===== src/design/pin_cfg.svh =====
// Offsets, field positions, reset values and timing counts for the pin function select block.
`ifndef PIN_CFG_SVH
`define PIN_CFG_SVH

// ------------------------------------------------------------
// Register offsets (byte addresses)
// ------------------------------------------------------------
`define OFS_CONTROL       12'h000
`define OFS_LEVEL         12'h004
`define OFS_STATUS        12'h008

// ------------------------------------------------------------
// Control register field positions
// ------------------------------------------------------------
`define BIT_LATCH         0
`define BIT_DIRECTION     1
`define BIT_OPEN_DRAIN    2
`define BIT_TOUCH         3
`define BIT_EVENT         4
`define BIT_DRIVE_EN      5
`define CONTROL_WIDTH     6
`define LEVEL_WIDTH       3

// ------------------------------------------------------------
// Reset values
// ------------------------------------------------------------
`define CONTROL_RESET     6'h02
`define LEVEL_RESET       3'h0

// ------------------------------------------------------------
// Drive level range and settle time
// ------------------------------------------------------------
`define LEVEL_MIN         3'h1
`define LEVEL_MAX         3'h3
`define SETTLE_NS         10000
`define CLOCK_NS          40
`define SETTLE_CYCLES     (`SETTLE_NS / `CLOCK_NS)

`endif


===== src/design/pin_pkg.sv =====
// Types shared by the pin function select block.
package pin_pkg;

  typedef enum logic [3:0] {
    FUNC_INPUT,
    FUNC_PUSH_PULL,
    FUNC_OPEN_DRAIN,
    FUNC_TOUCH,
    FUNC_EVENT_OUT,
    FUNC_CURRENT,
    FUNC_SERIAL_BIDIR,
    FUNC_UNSUPPORTED
  } pin_func_t;

  typedef enum logic [1:0] {
    RD_IDLE,
    RD_DATA
  } read_state_t;

endpackage


===== src/design/port5_bit0_function_select.sv =====
// Function select for one port pin with AXI4-Lite setting registers.
//
// Function
// - Current-controlled output when enable is one, level is 1 to 3, output and latch zero, and touch and event are off.
// - Plain digital input when direction is input and touch, event and drive are off.
// - Push-pull output of the latch when not open-drain, output and all modes off.
// - Open-drain output of the latch when open-drain, output and all modes off.
// - Touch channel when touch is one, input, and event and drive are off.
// - Event output when event is one, output, and touch and drive are off.
// - Event, interrupt and serial inputs are fed when the pin is a plain input.
// - Serial bidirectional use needs open-drain, output, latch one and all modes off.
// - Drive enable zero means digital function and one means current control.
//
// The address map and the AXI4-Lite register port were decided locally.
`timescale 1ns/100ps
`default_nettype none

`include "pin_cfg.svh"

module port5_bit0_function_select #(
  parameter int SETTLE_COUNT = `SETTLE_CYCLES     // Cycles for the drive to settle.
) (
  input  wire logic        aclk,                 // System clock, 25 MHz.
  input  wire logic        aresetn,              // Synchronous reset, active low.
  input  wire logic [11:0] s_axi_awaddr,         // Write address.
  input  wire logic        s_axi_awvalid,        // Write address valid.
  output logic             s_axi_awready,        // Write address ready.
  input  wire logic [31:0] s_axi_wdata,          // Write data.
  input  wire logic [3:0]  s_axi_wstrb,          // Write byte strobes.
  input  wire logic        s_axi_wvalid,         // Write data valid.
  output logic             s_axi_wready,         // Write data ready.
  output logic [1:0]       s_axi_bresp,          // Write response.
  output logic             s_axi_bvalid,         // Write response valid.
  input  wire logic        s_axi_bready,         // Write response ready.
  input  wire logic [11:0] s_axi_araddr,         // Read address.
  input  wire logic        s_axi_arvalid,        // Read address valid.
  output logic             s_axi_arready,        // Read address ready.
  output logic [31:0]      s_axi_rdata,          // Read data.
  output logic [1:0]       s_axi_rresp,          // Read response.
  output logic             s_axi_rvalid,         // Read data valid.
  input  wire logic        s_axi_rready,         // Read data ready.
  input  wire logic        pin_in,               // Pin level seen by the input buffer.
  output logic             pin_out,              // Pin output level.
  output logic             pin_oe,               // Pin output enable, high while driving.
  input  wire logic        serial_data_out,      // Serial unit data output.
  input  wire logic        event_link_output,    // Event link output source.
  output logic             event_link_input,     // Event link input from the pin.
  output logic             external_interrupt_in, // Interrupt input from the pin.
  output logic             serial_data_in,       // Serial data input from the pin.
  output logic             touch_channel_zero,   // Touch channel connection active.
  output logic             current_controlled_out, // Current-controlled drive active.
  output logic [2:0]       current_drive_level_field // Drive level to the analog cell.
);

  // The settle counter is 16 bits wide and has to count at least one cycle.
  if (SETTLE_COUNT < 1 || SETTLE_COUNT > 65535) begin : g_bad_settle
    $error("SETTLE_COUNT out of range");
  end

  // ------------------------------------------------------------
  // Setting registers
  // ------------------------------------------------------------
  logic [`CONTROL_WIDTH-1:0] control;
  logic [`LEVEL_WIDTH-1:0]   level;
  logic [15:0]               settle_cnt;
  logic                      aw_held;
  logic                      w_held;
  logic [11:0]               aw_addr;
  logic [31:0]               w_data;
  logic [3:0]                w_strb;
  pin_pkg::read_state_t      rd_state;

  wire latch           = control[`BIT_LATCH];
  wire pin_direction_bit       = control[`BIT_DIRECTION];
  wire open_drain_select_bit   = control[`BIT_OPEN_DRAIN];
  wire touch_mode_select_bit   = control[`BIT_TOUCH];
  wire event_output_select_bit = control[`BIT_EVENT];
  wire current_drive_enable_bit3 = control[`BIT_DRIVE_EN];

  pin_pkg::pin_func_t func;

  pin_func_decode u_decode (
    .latch      (latch),
    .direction  (pin_direction_bit),
    .open_drain (open_drain_select_bit),
    .touch      (touch_mode_select_bit),
    .event_out  (event_output_select_bit),
    .drive_en   (current_drive_enable_bit3),
    .level      (level),
    .func       (func)
  );

  // ------------------------------------------------------------
  // Write channel
  // ------------------------------------------------------------
  wire aw_take   = s_axi_awvalid && s_axi_awready;
  wire w_take    = s_axi_wvalid && s_axi_wready;
  wire have_aw   = aw_held || aw_take;
  wire have_w    = w_held || w_take;
  wire do_write  = have_aw && have_w && !s_axi_bvalid;
  wire [11:0] wr_addr = aw_held ? aw_addr : s_axi_awaddr;
  wire [31:0] wr_data = w_held ? w_data : s_axi_wdata;
  wire [3:0]  wr_strb = w_held ? w_strb : s_axi_wstrb;
  wire wr_ctrl   = do_write && wr_addr == `OFS_CONTROL && wr_strb[0];
  wire wr_level  = do_write && wr_addr == `OFS_LEVEL && wr_strb[0];
  wire wr_known  = wr_addr == `OFS_CONTROL || wr_addr == `OFS_LEVEL ||
                   wr_addr == `OFS_STATUS;
  wire [`CONTROL_WIDTH-1:0] next_control = wr_data[`CONTROL_WIDTH-1:0];
  wire drive_rise = wr_ctrl && next_control[`BIT_DRIVE_EN] && !current_drive_enable_bit3;

  assign s_axi_awready = !aw_held && !s_axi_bvalid;
  assign s_axi_wready  = !w_held && !s_axi_bvalid;

  always_ff @(posedge aclk) begin
    if (!aresetn) begin
      aw_held <= 1'b0;
      w_held  <= 1'b0;
      aw_addr <= 12'h000;
      w_data  <= 32'h0000_0000;
      w_strb  <= 4'h0;
    end else begin
      aw_held <= have_aw && !do_write;
      w_held  <= have_w && !do_write;
      if (aw_take) begin
        aw_addr <= s_axi_awaddr;
      end
      if (w_take) begin
        w_data <= s_axi_wdata;
        w_strb <= s_axi_wstrb;
      end
    end
  end

  always_ff @(posedge aclk) begin
    if (!aresetn) begin
      s_axi_bvalid <= 1'b0;
      s_axi_bresp  <= 2'h0;
    end else if (do_write) begin
      s_axi_bvalid <= 1'b1;
      s_axi_bresp  <= wr_known ? 2'h0 : 2'h2;
    end else if (s_axi_bready) begin
      s_axi_bvalid <= 1'b0;
    end
  end

  always_ff @(posedge aclk) begin
    if (!aresetn) begin
      control <= `CONTROL_RESET;
      level   <= `LEVEL_RESET;
    end else begin
      if (wr_ctrl) begin
        control <= next_control;
      end
      if (wr_level) begin
        level <= wr_data[`LEVEL_WIDTH-1:0];
      end
    end
  end

  // Settle counter runs after drive enable goes to one so software can poll it.
  always_ff @(posedge aclk) begin
    if (!aresetn) begin
      settle_cnt <= 16'h0000;
    end else if (drive_rise) begin
      settle_cnt <= 16'(SETTLE_COUNT);
    end else if (settle_cnt != 16'h0000) begin
      settle_cnt <= settle_cnt - 16'h0001;
    end
  end

  // ------------------------------------------------------------
  // Read channel
  // ------------------------------------------------------------
  wire settling = settle_cnt != 16'h0000;
  wire [31:0] status_word = {23'h000000, settling, func == pin_pkg::FUNC_UNSUPPORTED,
                             3'h0, func};
  wire rd_ctrl  = s_axi_araddr == `OFS_CONTROL;
  wire rd_level = s_axi_araddr == `OFS_LEVEL;
  wire rd_stat  = s_axi_araddr == `OFS_STATUS;
  wire [31:0] rd_word = rd_ctrl  ? {26'h0000000, control} :
                        rd_level ? {29'h00000000, level} :
                        rd_stat  ? status_word : 32'h0000_0000;
  wire rd_known = rd_ctrl || rd_level || rd_stat;

  assign s_axi_arready = rd_state == pin_pkg::RD_IDLE;

  always_ff @(posedge aclk) begin
    if (!aresetn) begin
      rd_state     <= pin_pkg::RD_IDLE;
      s_axi_rvalid <= 1'b0;
      s_axi_rdata  <= 32'h0000_0000;
      s_axi_rresp  <= 2'h0;
    end else begin
      unique case (rd_state)
        pin_pkg::RD_IDLE: begin
          if (s_axi_arvalid) begin
            rd_state     <= pin_pkg::RD_DATA;
            s_axi_rvalid <= 1'b1;
            s_axi_rdata  <= rd_word;
            s_axi_rresp  <= rd_known ? 2'h0 : 2'h2;
          end
        end
        pin_pkg::RD_DATA: begin
          if (s_axi_rready) begin
            rd_state     <= pin_pkg::RD_IDLE;
            s_axi_rvalid <= 1'b0;
          end
        end
      endcase
    end
  end

  // ------------------------------------------------------------
  // Pin routing
  // ------------------------------------------------------------
  wire f_input = func == pin_pkg::FUNC_INPUT;
  wire f_pp    = func == pin_pkg::FUNC_PUSH_PULL;
  wire f_od    = func == pin_pkg::FUNC_OPEN_DRAIN;
  wire f_bidir = func == pin_pkg::FUNC_SERIAL_BIDIR;
  wire f_event = func == pin_pkg::FUNC_EVENT_OUT;
  wire f_cur   = func == pin_pkg::FUNC_CURRENT;

  // Serial output is ANDed with the latch, so the serial unit holds one for plain port use.
  wire       od_level       = latch && serial_data_out;
  wire       next_pin_out   = f_event ? event_link_output : f_pp ? od_level : 1'b0;
  wire       next_pin_oe    = f_event || f_pp || ((f_od || f_bidir) && !od_level);
  wire       next_feed      = f_input && pin_in;
  wire       next_serial_in = (f_input || f_bidir) && pin_in;
  wire       next_touch     = func == pin_pkg::FUNC_TOUCH;
  wire [2:0] next_level_out = f_cur ? level : 3'h0;

  always_ff @(posedge aclk) begin
    if (!aresetn) begin
      pin_out                   <= 1'b0;
      pin_oe                    <= 1'b0;
      event_link_input          <= 1'b0;
      external_interrupt_in     <= 1'b0;
      serial_data_in            <= 1'b0;
      touch_channel_zero        <= 1'b0;
      current_controlled_out    <= 1'b0;
      current_drive_level_field <= 3'h0;
    end else begin
      pin_out                   <= next_pin_out;
      pin_oe                    <= next_pin_oe;
      event_link_input          <= next_feed;
      external_interrupt_in     <= next_feed;
      serial_data_in            <= next_serial_in;
      touch_channel_zero        <= next_touch;
      current_controlled_out    <= f_cur;
      current_drive_level_field <= next_level_out;
    end
  end

endmodule

`default_nettype wire


===== src/design/pin_func_decode.sv =====
// Decoder that maps the setting bits onto the active pin function.
`timescale 1ns/100ps
`default_nettype none

`include "pin_cfg.svh"

module pin_func_decode (
  input  wire logic              latch,       // Output latch value.
  input  wire logic              direction,   // One selects input.
  input  wire logic              open_drain,  // Open-drain output select.
  input  wire logic              touch,       // Touch mode select.
  input  wire logic              event_out,   // Event output mode select.
  input  wire logic              drive_en,    // Current drive enable.
  input  wire logic [2:0]        level,       // Current drive level field.
  output var pin_pkg::pin_func_t func         // Decoded function.
);

  wire modes_off  = !touch && !event_out && !drive_en;
  wire level_ok   = (level >= `LEVEL_MIN) && (level <= `LEVEL_MAX);
  wire is_current = drive_en && level_ok && !direction && !latch && !touch && !event_out;
  wire is_touch   = touch && direction && !event_out && !drive_en;
  wire is_event   = event_out && !direction && !touch && !drive_en;
  wire is_input   = direction && modes_off;
  wire is_bidir   = open_drain && !direction && latch && modes_off;
  wire is_od      = open_drain && !direction && modes_off;
  wire is_pp      = !open_drain && !direction && modes_off;

  assign func = is_current ? pin_pkg::FUNC_CURRENT :
                is_touch   ? pin_pkg::FUNC_TOUCH :
                is_event   ? pin_pkg::FUNC_EVENT_OUT :
                is_input   ? pin_pkg::FUNC_INPUT :
                is_bidir   ? pin_pkg::FUNC_SERIAL_BIDIR :
                is_od      ? pin_pkg::FUNC_OPEN_DRAIN :
                is_pp      ? pin_pkg::FUNC_PUSH_PULL :
                             pin_pkg::FUNC_UNSUPPORTED;

endmodule

`default_nettype wire


===== config.mk =====
export PLATFORM = sky130hd
export DESIGN_NAME = port5_bit0_function_select
export DESIGN_NICKNAME = d
export VERILOG_FILES = /design/src/design/pin_pkg.sv /design/src/design/port5_bit0_function_select.sv /design/src/design/pin_func_decode.sv
export VERILOG_INCLUDE_DIRS = /design/src /design/src/design
export SDC_FILE = /design/constraint.sdc
export NUM_CORES = 1
export LEC_CHECK = 0
export BUFFER_PORTS_ARGS = -buffer_cell sky130_fd_sc_hd__buf_2
export CORE_ASPECT_RATIO = 1.1
export CORE_MARGIN = 3
export CORE_UTILIZATION = 44
export CTS_CLUSTER_SIZE = 8
export DETAILED_ROUTE_END_ITERATION = 10
export PLACE_DENSITY = 0.85
export SLEW_MARGIN = 20
export SYNTH_ARGS = -nofsm -noshare
export SYNTH_HDL_FRONTEND = slang
export SYNTH_SLANG_ARGS = --single-unit

===== constraint.sdc =====
create_clock -name aclk -period 2 [get_ports aclk]
set_clock_uncertainty 0.2 [all_clocks]
set_input_delay 0.1 -clock aclk [delete_from_list [all_inputs] [get_ports aclk]]
set_output_delay 0.1 -clock aclk [all_outputs]
set_load 0.01 [all_outputs]

======== After elaboration in Yosys (flattened, before gate mapping) ========
Index checks and enable logic that the tools add are counted.
operators by class
  $add $sub $neg .......................... 1
  order comparisons ....................... 2
  muxes and demuxes ....................... 27
  reduce and logical (&&, ||, !) cells .... 71
  equal/unequal tests ..................... 14
  bitwise logic cells ..................... 1
operators with widths
  operator               count
  $logic_and 1x1->1      39
  $mux 9                 3
  $eq 12x3->1 const B    2
  $eq 12x4->1 const B    2
  $logic_not 12->1       2
  $mux 4                 6
  $eq 4x3->1 const B     4
  $mux 8                 2
  $reduce_bool 16->1     1
  $sub 16x1->16 const B  1
  $mux 12                1
  $logic_not 1->1        11
  $logic_or 1x1->1       10
  $eq 4x2->1 const B     2
  $mux 2                 4
  $mux 1                 7
  $mux 6                 1
  $reduce_and 2->1       3
  $eq 4x1->1 const B     1
  $logic_not 4->1        1
  $ne 2x2->1 const B     2
  $pmux 2 s2             1
  $reduce_bool 2->1      2
  $ge 3x1->1 const B     1
  other kinds (7)        7
word-level totals
  word-level logic and storage cells ...... 138
  output and inout port bits .............. 51
  input bits .............................. 70
  register bits ........................... 95

======== Depth between registers and ports, before layout ========
  depth in word-level cells ............... 15
  depth in mapped cells ................... 8

======== Modules after synthesis ========
Synthesis repeated with hierarchy kept, for this count alone.
unflattened totals
  cells, all modules ...................... 369
  area total of the unflattened synthesis .. 3260.6 um2
modules (own cells, without submodules)
  module                      area an instance (um2)  cells each  instances
  port5_bit0_function_select  3184.3                  357         1
  pin_func_decode             76.3                    12          1

======== Worst setup path before layout ========
No wires, ideal clock.
  path type ............................... reg-to-reg
  start point ............................. register aw_addr[4]
  end point ............................... register settle_cnt[13]
  cell stages (with the launch flop) ...... 7
  clock period less this slack ............ 2.182 ns
  buffers on the path ..................... 1
  arrival time ............................ 1.866 ns
  setup slack ............................. -0.182 ns
  library setup time ...................... 0.116 ns
  cell sequence ........................... dfxtp_1 > nor4_2 > nand4b_2 > a2111oi_4 > nand2_4 > buf_6 > and3_1
on the way
  word-level cells in the longest chain between the ends .. 7
ends and longest elaborated chain
  what                            line                               RTL
  start, declared                 port5_bit0_function_select.sv:68   logic [11:0] aw_addr;
  start signal, assigned          port5_bit0_function_select.sv:125  aw_addr <= s_axi_awaddr;
  $mux 12                         port5_bit0_function_select.sv:101  wire [11:0] wr_addr = aw_held ? aw_addr : s_axi_awaddr;
  $logic_not 12->1 (no line)      --
  $logic_and 1x1->1 (no line)     --
  $logic_and 1x1->1               port5_bit0_function_select.sv:104  wire wr_ctrl = do_write && wr_addr == `OFS_CONTROL && wr_strb[0];
  $logic_and 1x1->1 (2 in a row)  port5_bit0_function_select.sv:109  wire drive_rise = wr_ctrl && next_control[`BIT_DRIVE_EN] && !current_drive_enable_bit3;
  $reduce_or 2->1 (no line)       --
  end signal, assigned            port5_bit0_function_select.sv:165  settle_cnt <= 16'(SETTLE_COUNT);
  end signal, assigned            port5_bit0_function_select.sv:167  settle_cnt <= settle_cnt - 16'h0001;
  end, declared                   port5_bit0_function_select.sv:65   logic [15:0] settle_cnt;
No other way between the ends.
A chain may end at the register's enable or synchronous reset.

======== Final worst setup path ========
  start point ............................. input s_axi_awaddr[8]
  end point ............................... register settle_cnt[11]
on the way
  word-level cells in the longest chain between the ends .. 7
ends and longest elaborated chain
  what                            line                               RTL
  start, declared                 port5_bit0_function_select.sv:25   input wire logic [11:0] s_axi_awaddr,
  $mux 12                         port5_bit0_function_select.sv:101
  $logic_not 12->1 (no line)      --
  $logic_and 1x1->1 (no line)     --
  $logic_and 1x1->1               port5_bit0_function_select.sv:104
  $logic_and 1x1->1 (2 in a row)  port5_bit0_function_select.sv:109
  $reduce_or 2->1 (no line)       --
No other way between the ends.

==> metrics.txt <==
status=finished with violations; failing checks=setup timing; Slew headroom=approximately three fifths; total gr overflow=0; Int Power=roughly 3500 µW; fin util=between 60% and 70%; layout cells sized above 1=around 34%; PortBufs=65; WL per Instance=between 15 and 20 µm; peak supply drop=slightly below 0.7 mV; largest net degree at the start of global routing=31; clock power share=between 20% and 30%; synthesized instance count=between 300 and 400; num ports=about 120; Synth async-reset ratio=0%; ant diodes=0; CP Class=in2reg; Max stage delay on crit path=0.55 ns; DRC violations left=0; Vias=around 3.3k; Clock Pin Slew Worst Setup and Hold Paths=0.08 ns; gp weighted congestion=about 0.89; combinational share of power=43.5%; fmax=0.466 GHz; Routed WL=a little over 10 mm; Total GRT Usage=between 20% and 30%; Post-synth top flop=dfxtp_1; Setup crit start kind=input pin; max-cap check violation count=0; Clock Sinks=between 60 and 70; die height=96.1 µm; Rows=32; worst path bufs/invs=3; Nets=572; dpl ws=-0.116 ns; DRT iter0 DRCs=between 300 and 400; Worst Hold Depth=6; first-pass detailed-route iteration total=5; vias per inst=about 5.7; Mapped Area=3240 µm²; Worst Tran Pin Value=0.613 ns; CTS Buf Count=9; R2R setup slack=-0.13 ns; most frequent cells after synthesis=dfxtp_1 (67), nand2_1 (47), nor2_1 (40); worst-path cell chain=dlygate4sd3_1 > buf_2 > nor2_1 > nand3_1 > a2111oi_4 > buf_6 > nand2_4 > and3_1; Sw Share=between 30% and 40%; synth unique cells=50; endpoint class of the critical path=register; CP required=roughly 2.1 ns; post-synthesis sequential area ratio=41.3%; root buf cell=clkbuf_8; Seq pwr share=a little under a third; final worst setup slack=-0.145 ns; number of global-route vias before repair=around 3.2k; Routed Antenna Nets=0; fin crit period=2.15 ns; CTS tree=yes; max-slew violations=0; Clock Path Buffers=2; post-synthesis register bit count=67; Hold Path Class=in2reg; Initial Util=between 40 and 50%; crit path max fanout=7; Synthesis Warnings=0; Pleak=roughly 0.0019 µW; critical path arrival=roughly 2.2 ns; later-pin clock latency in the skew report=~0.36 ns; Worst path top cell family by delay=buffers and inverters; final hold viol count=0; global-route wire length before repair=~15 mm; slowest CP cell=dlygate4sd3_1; H-tree Lvls=3; RSZ-0062 raised after global routing=true; top cells by area, synth=dfxtp_1 (41%), buf_4 (6.7%), mux2i_1 (5.9%), nand2_1 (5.4%), a21oi_1 (5.2%); count leader, synth=dfxtp_1; Core Region=approximately 7100 µm²; Pwr per Cell Area=between 1000 and 1500 nW/µm²; r2r worst-path depth=6; number of flops mapped to enable cells by yosys=0; Synth area leader=dfxtp_1; setup violators final=26; syn avg cell area=8.54 µm²; post-DP HPWL=5.42 mm; chip width=87.9 µm; Die Area=roughly 8400 µm²; Area Overhead vs Synth=40.8%; initial antenna violation count=0; WP depth=8; sw power=about 2000 µW; top-area cell type share of the netlist area=41.3%; fin crit share=107%
[worst paths after layout]
check	from	end
worst max-delay path	s_axi_awaddr[8]	settle_cnt[11]
worst min-delay path	s_axi_araddr[11]	s_axi_rdata[8]
worst max register to register	aw_held	settle_cnt[11]
worst min register to register	s_axi_rdata[3]	s_axi_rdata[3]
[kinds of logic after synthesis]
kind of cell    synth area share (%)
other cells                    0.116
xor+xnor                        1.62
fa+ha+maj                      0.771
simple gates                    25.1
mux                             9.33
buf+inv                         9.72
compound gates                  12.0
flops                           41.3
[what timing repair did]
item / in CTS / in global routing
pin swaps: 5 / 13
setup endpoints to repair: 25 / 29
setup buffers: 2 / 3
hold buffers: 32 / 0
gates cloned: 0 / 1
resized for setup: 12 / 43
hold endpoints to repair: 45 / 0
[state kept, by name (all words and copies together) (netlist names)]
name and cells:
pin_out 1, external_interrupt_in 1, control 6, pin_oe 1, w_held 1, s_axi_bresp 1
settle_cnt 16, serial_data_in 1, s_axi_rvalid 1, w_strb 1, aw_addr 12, w_data 6
current_drive_level_field 3, current_controlled_out 1, level 3, s_axi_rresp 1, s_axi_rdata 8, aw_held 1
s_axi_bvalid 1, touch_channel_zero 1
[placed cells by master (no fill, tap or decap), types with 3 or more instances in the layout]
cell	count
a211oi_1	3
a21oi_1	28
a21oi_2	5
and2_1	4
and3_4	7
buf_2	63
buf_4	31
bufinv_16	3
clkbuf_8	9
conb_1	27
dfxtp_1	61
dfxtp_2	5
dlygate4sd3_1	31
inv_1	6
mux2_2	8
mux2i_1	18
nand2_1	44
nand2_2	3
nand2b_1	5
nand3_1	10
nor2_1	38
nor2b_1	5
nor3_1	11
nor3_2	3
nor3_4	3
nor4_1	4
nor4_4	3
o21ai_0	6
or3_1	4
xor2_1	4
[stage by stage]
| stage | power (µW) | std cells | setup TNS [ns] | cell area (µm²) | hold slack (ns) |
|---|---|---|---|---|---|
| 6_report | 5500 | 590 | -2.28 | 4570 | 0.119 |
| 5_1_grt | 5760 | 590 | -3.94 | 4570 | 0.131 |
| 4_1_cts | 4920 | 587 | -0.105 | 4350 | 0.0360 |
| 3_5_place_dp | 3450 | 537 | -0.952 | 3710 | 0.0929 |
| 3_3_place_gp | 3380 | 537 | -0.311 | 3710 | 0.0877 |
| 2_1_floorplan | 2970 | 406 | -0.933 | 3380 | -0.000976 |
[layout make-up]
cell class,count,area [µm²]
clock buffer,9,124
clock inverter,7,116
timing repair buffer,127,881
sequential,67,1350
tap,85,106
multi-input combinational,287,1960
inverter,8,30.0
fill,500,2520
[worst register-to-register path, delay by kind of cell (launching register included)]
kind | cells | cell delay, ns
AO/OA/AOI/OAI | 2 | 0.57
buffers and inverters | 1 | 0.20
flip-flops | 1 | 0.42
multiplexers | 1 | 0.33
AND/OR/NAND/NOR | 2 | 0.32
[routing by layer]
| metal | GRT usage (%) | wire length (µm) | part of all wire, % |
|---|---|---|---|
| met3 | 5.57 | 459 | 4.4 |
| met2 | 39.9 | 5500 | 53 |
| met4 | 10.5 | 461 | 4.4 |
| met1 | 24.3 | 3970 | 38 |
| met5 | 0 | 0 | 0 |
[power by group through the flow]
stage	combinational (µW)	sequential [µW]	clock [µW]
floorplan	1290	1680	0
global placement	1690	1690	0
detailed placement	1750	1700	0
CTS	1870	1680	1370
global route	2560	1750	1450
finish	2390	1730	1370
No activity file was read; power rests on OpenSTA's default activity.
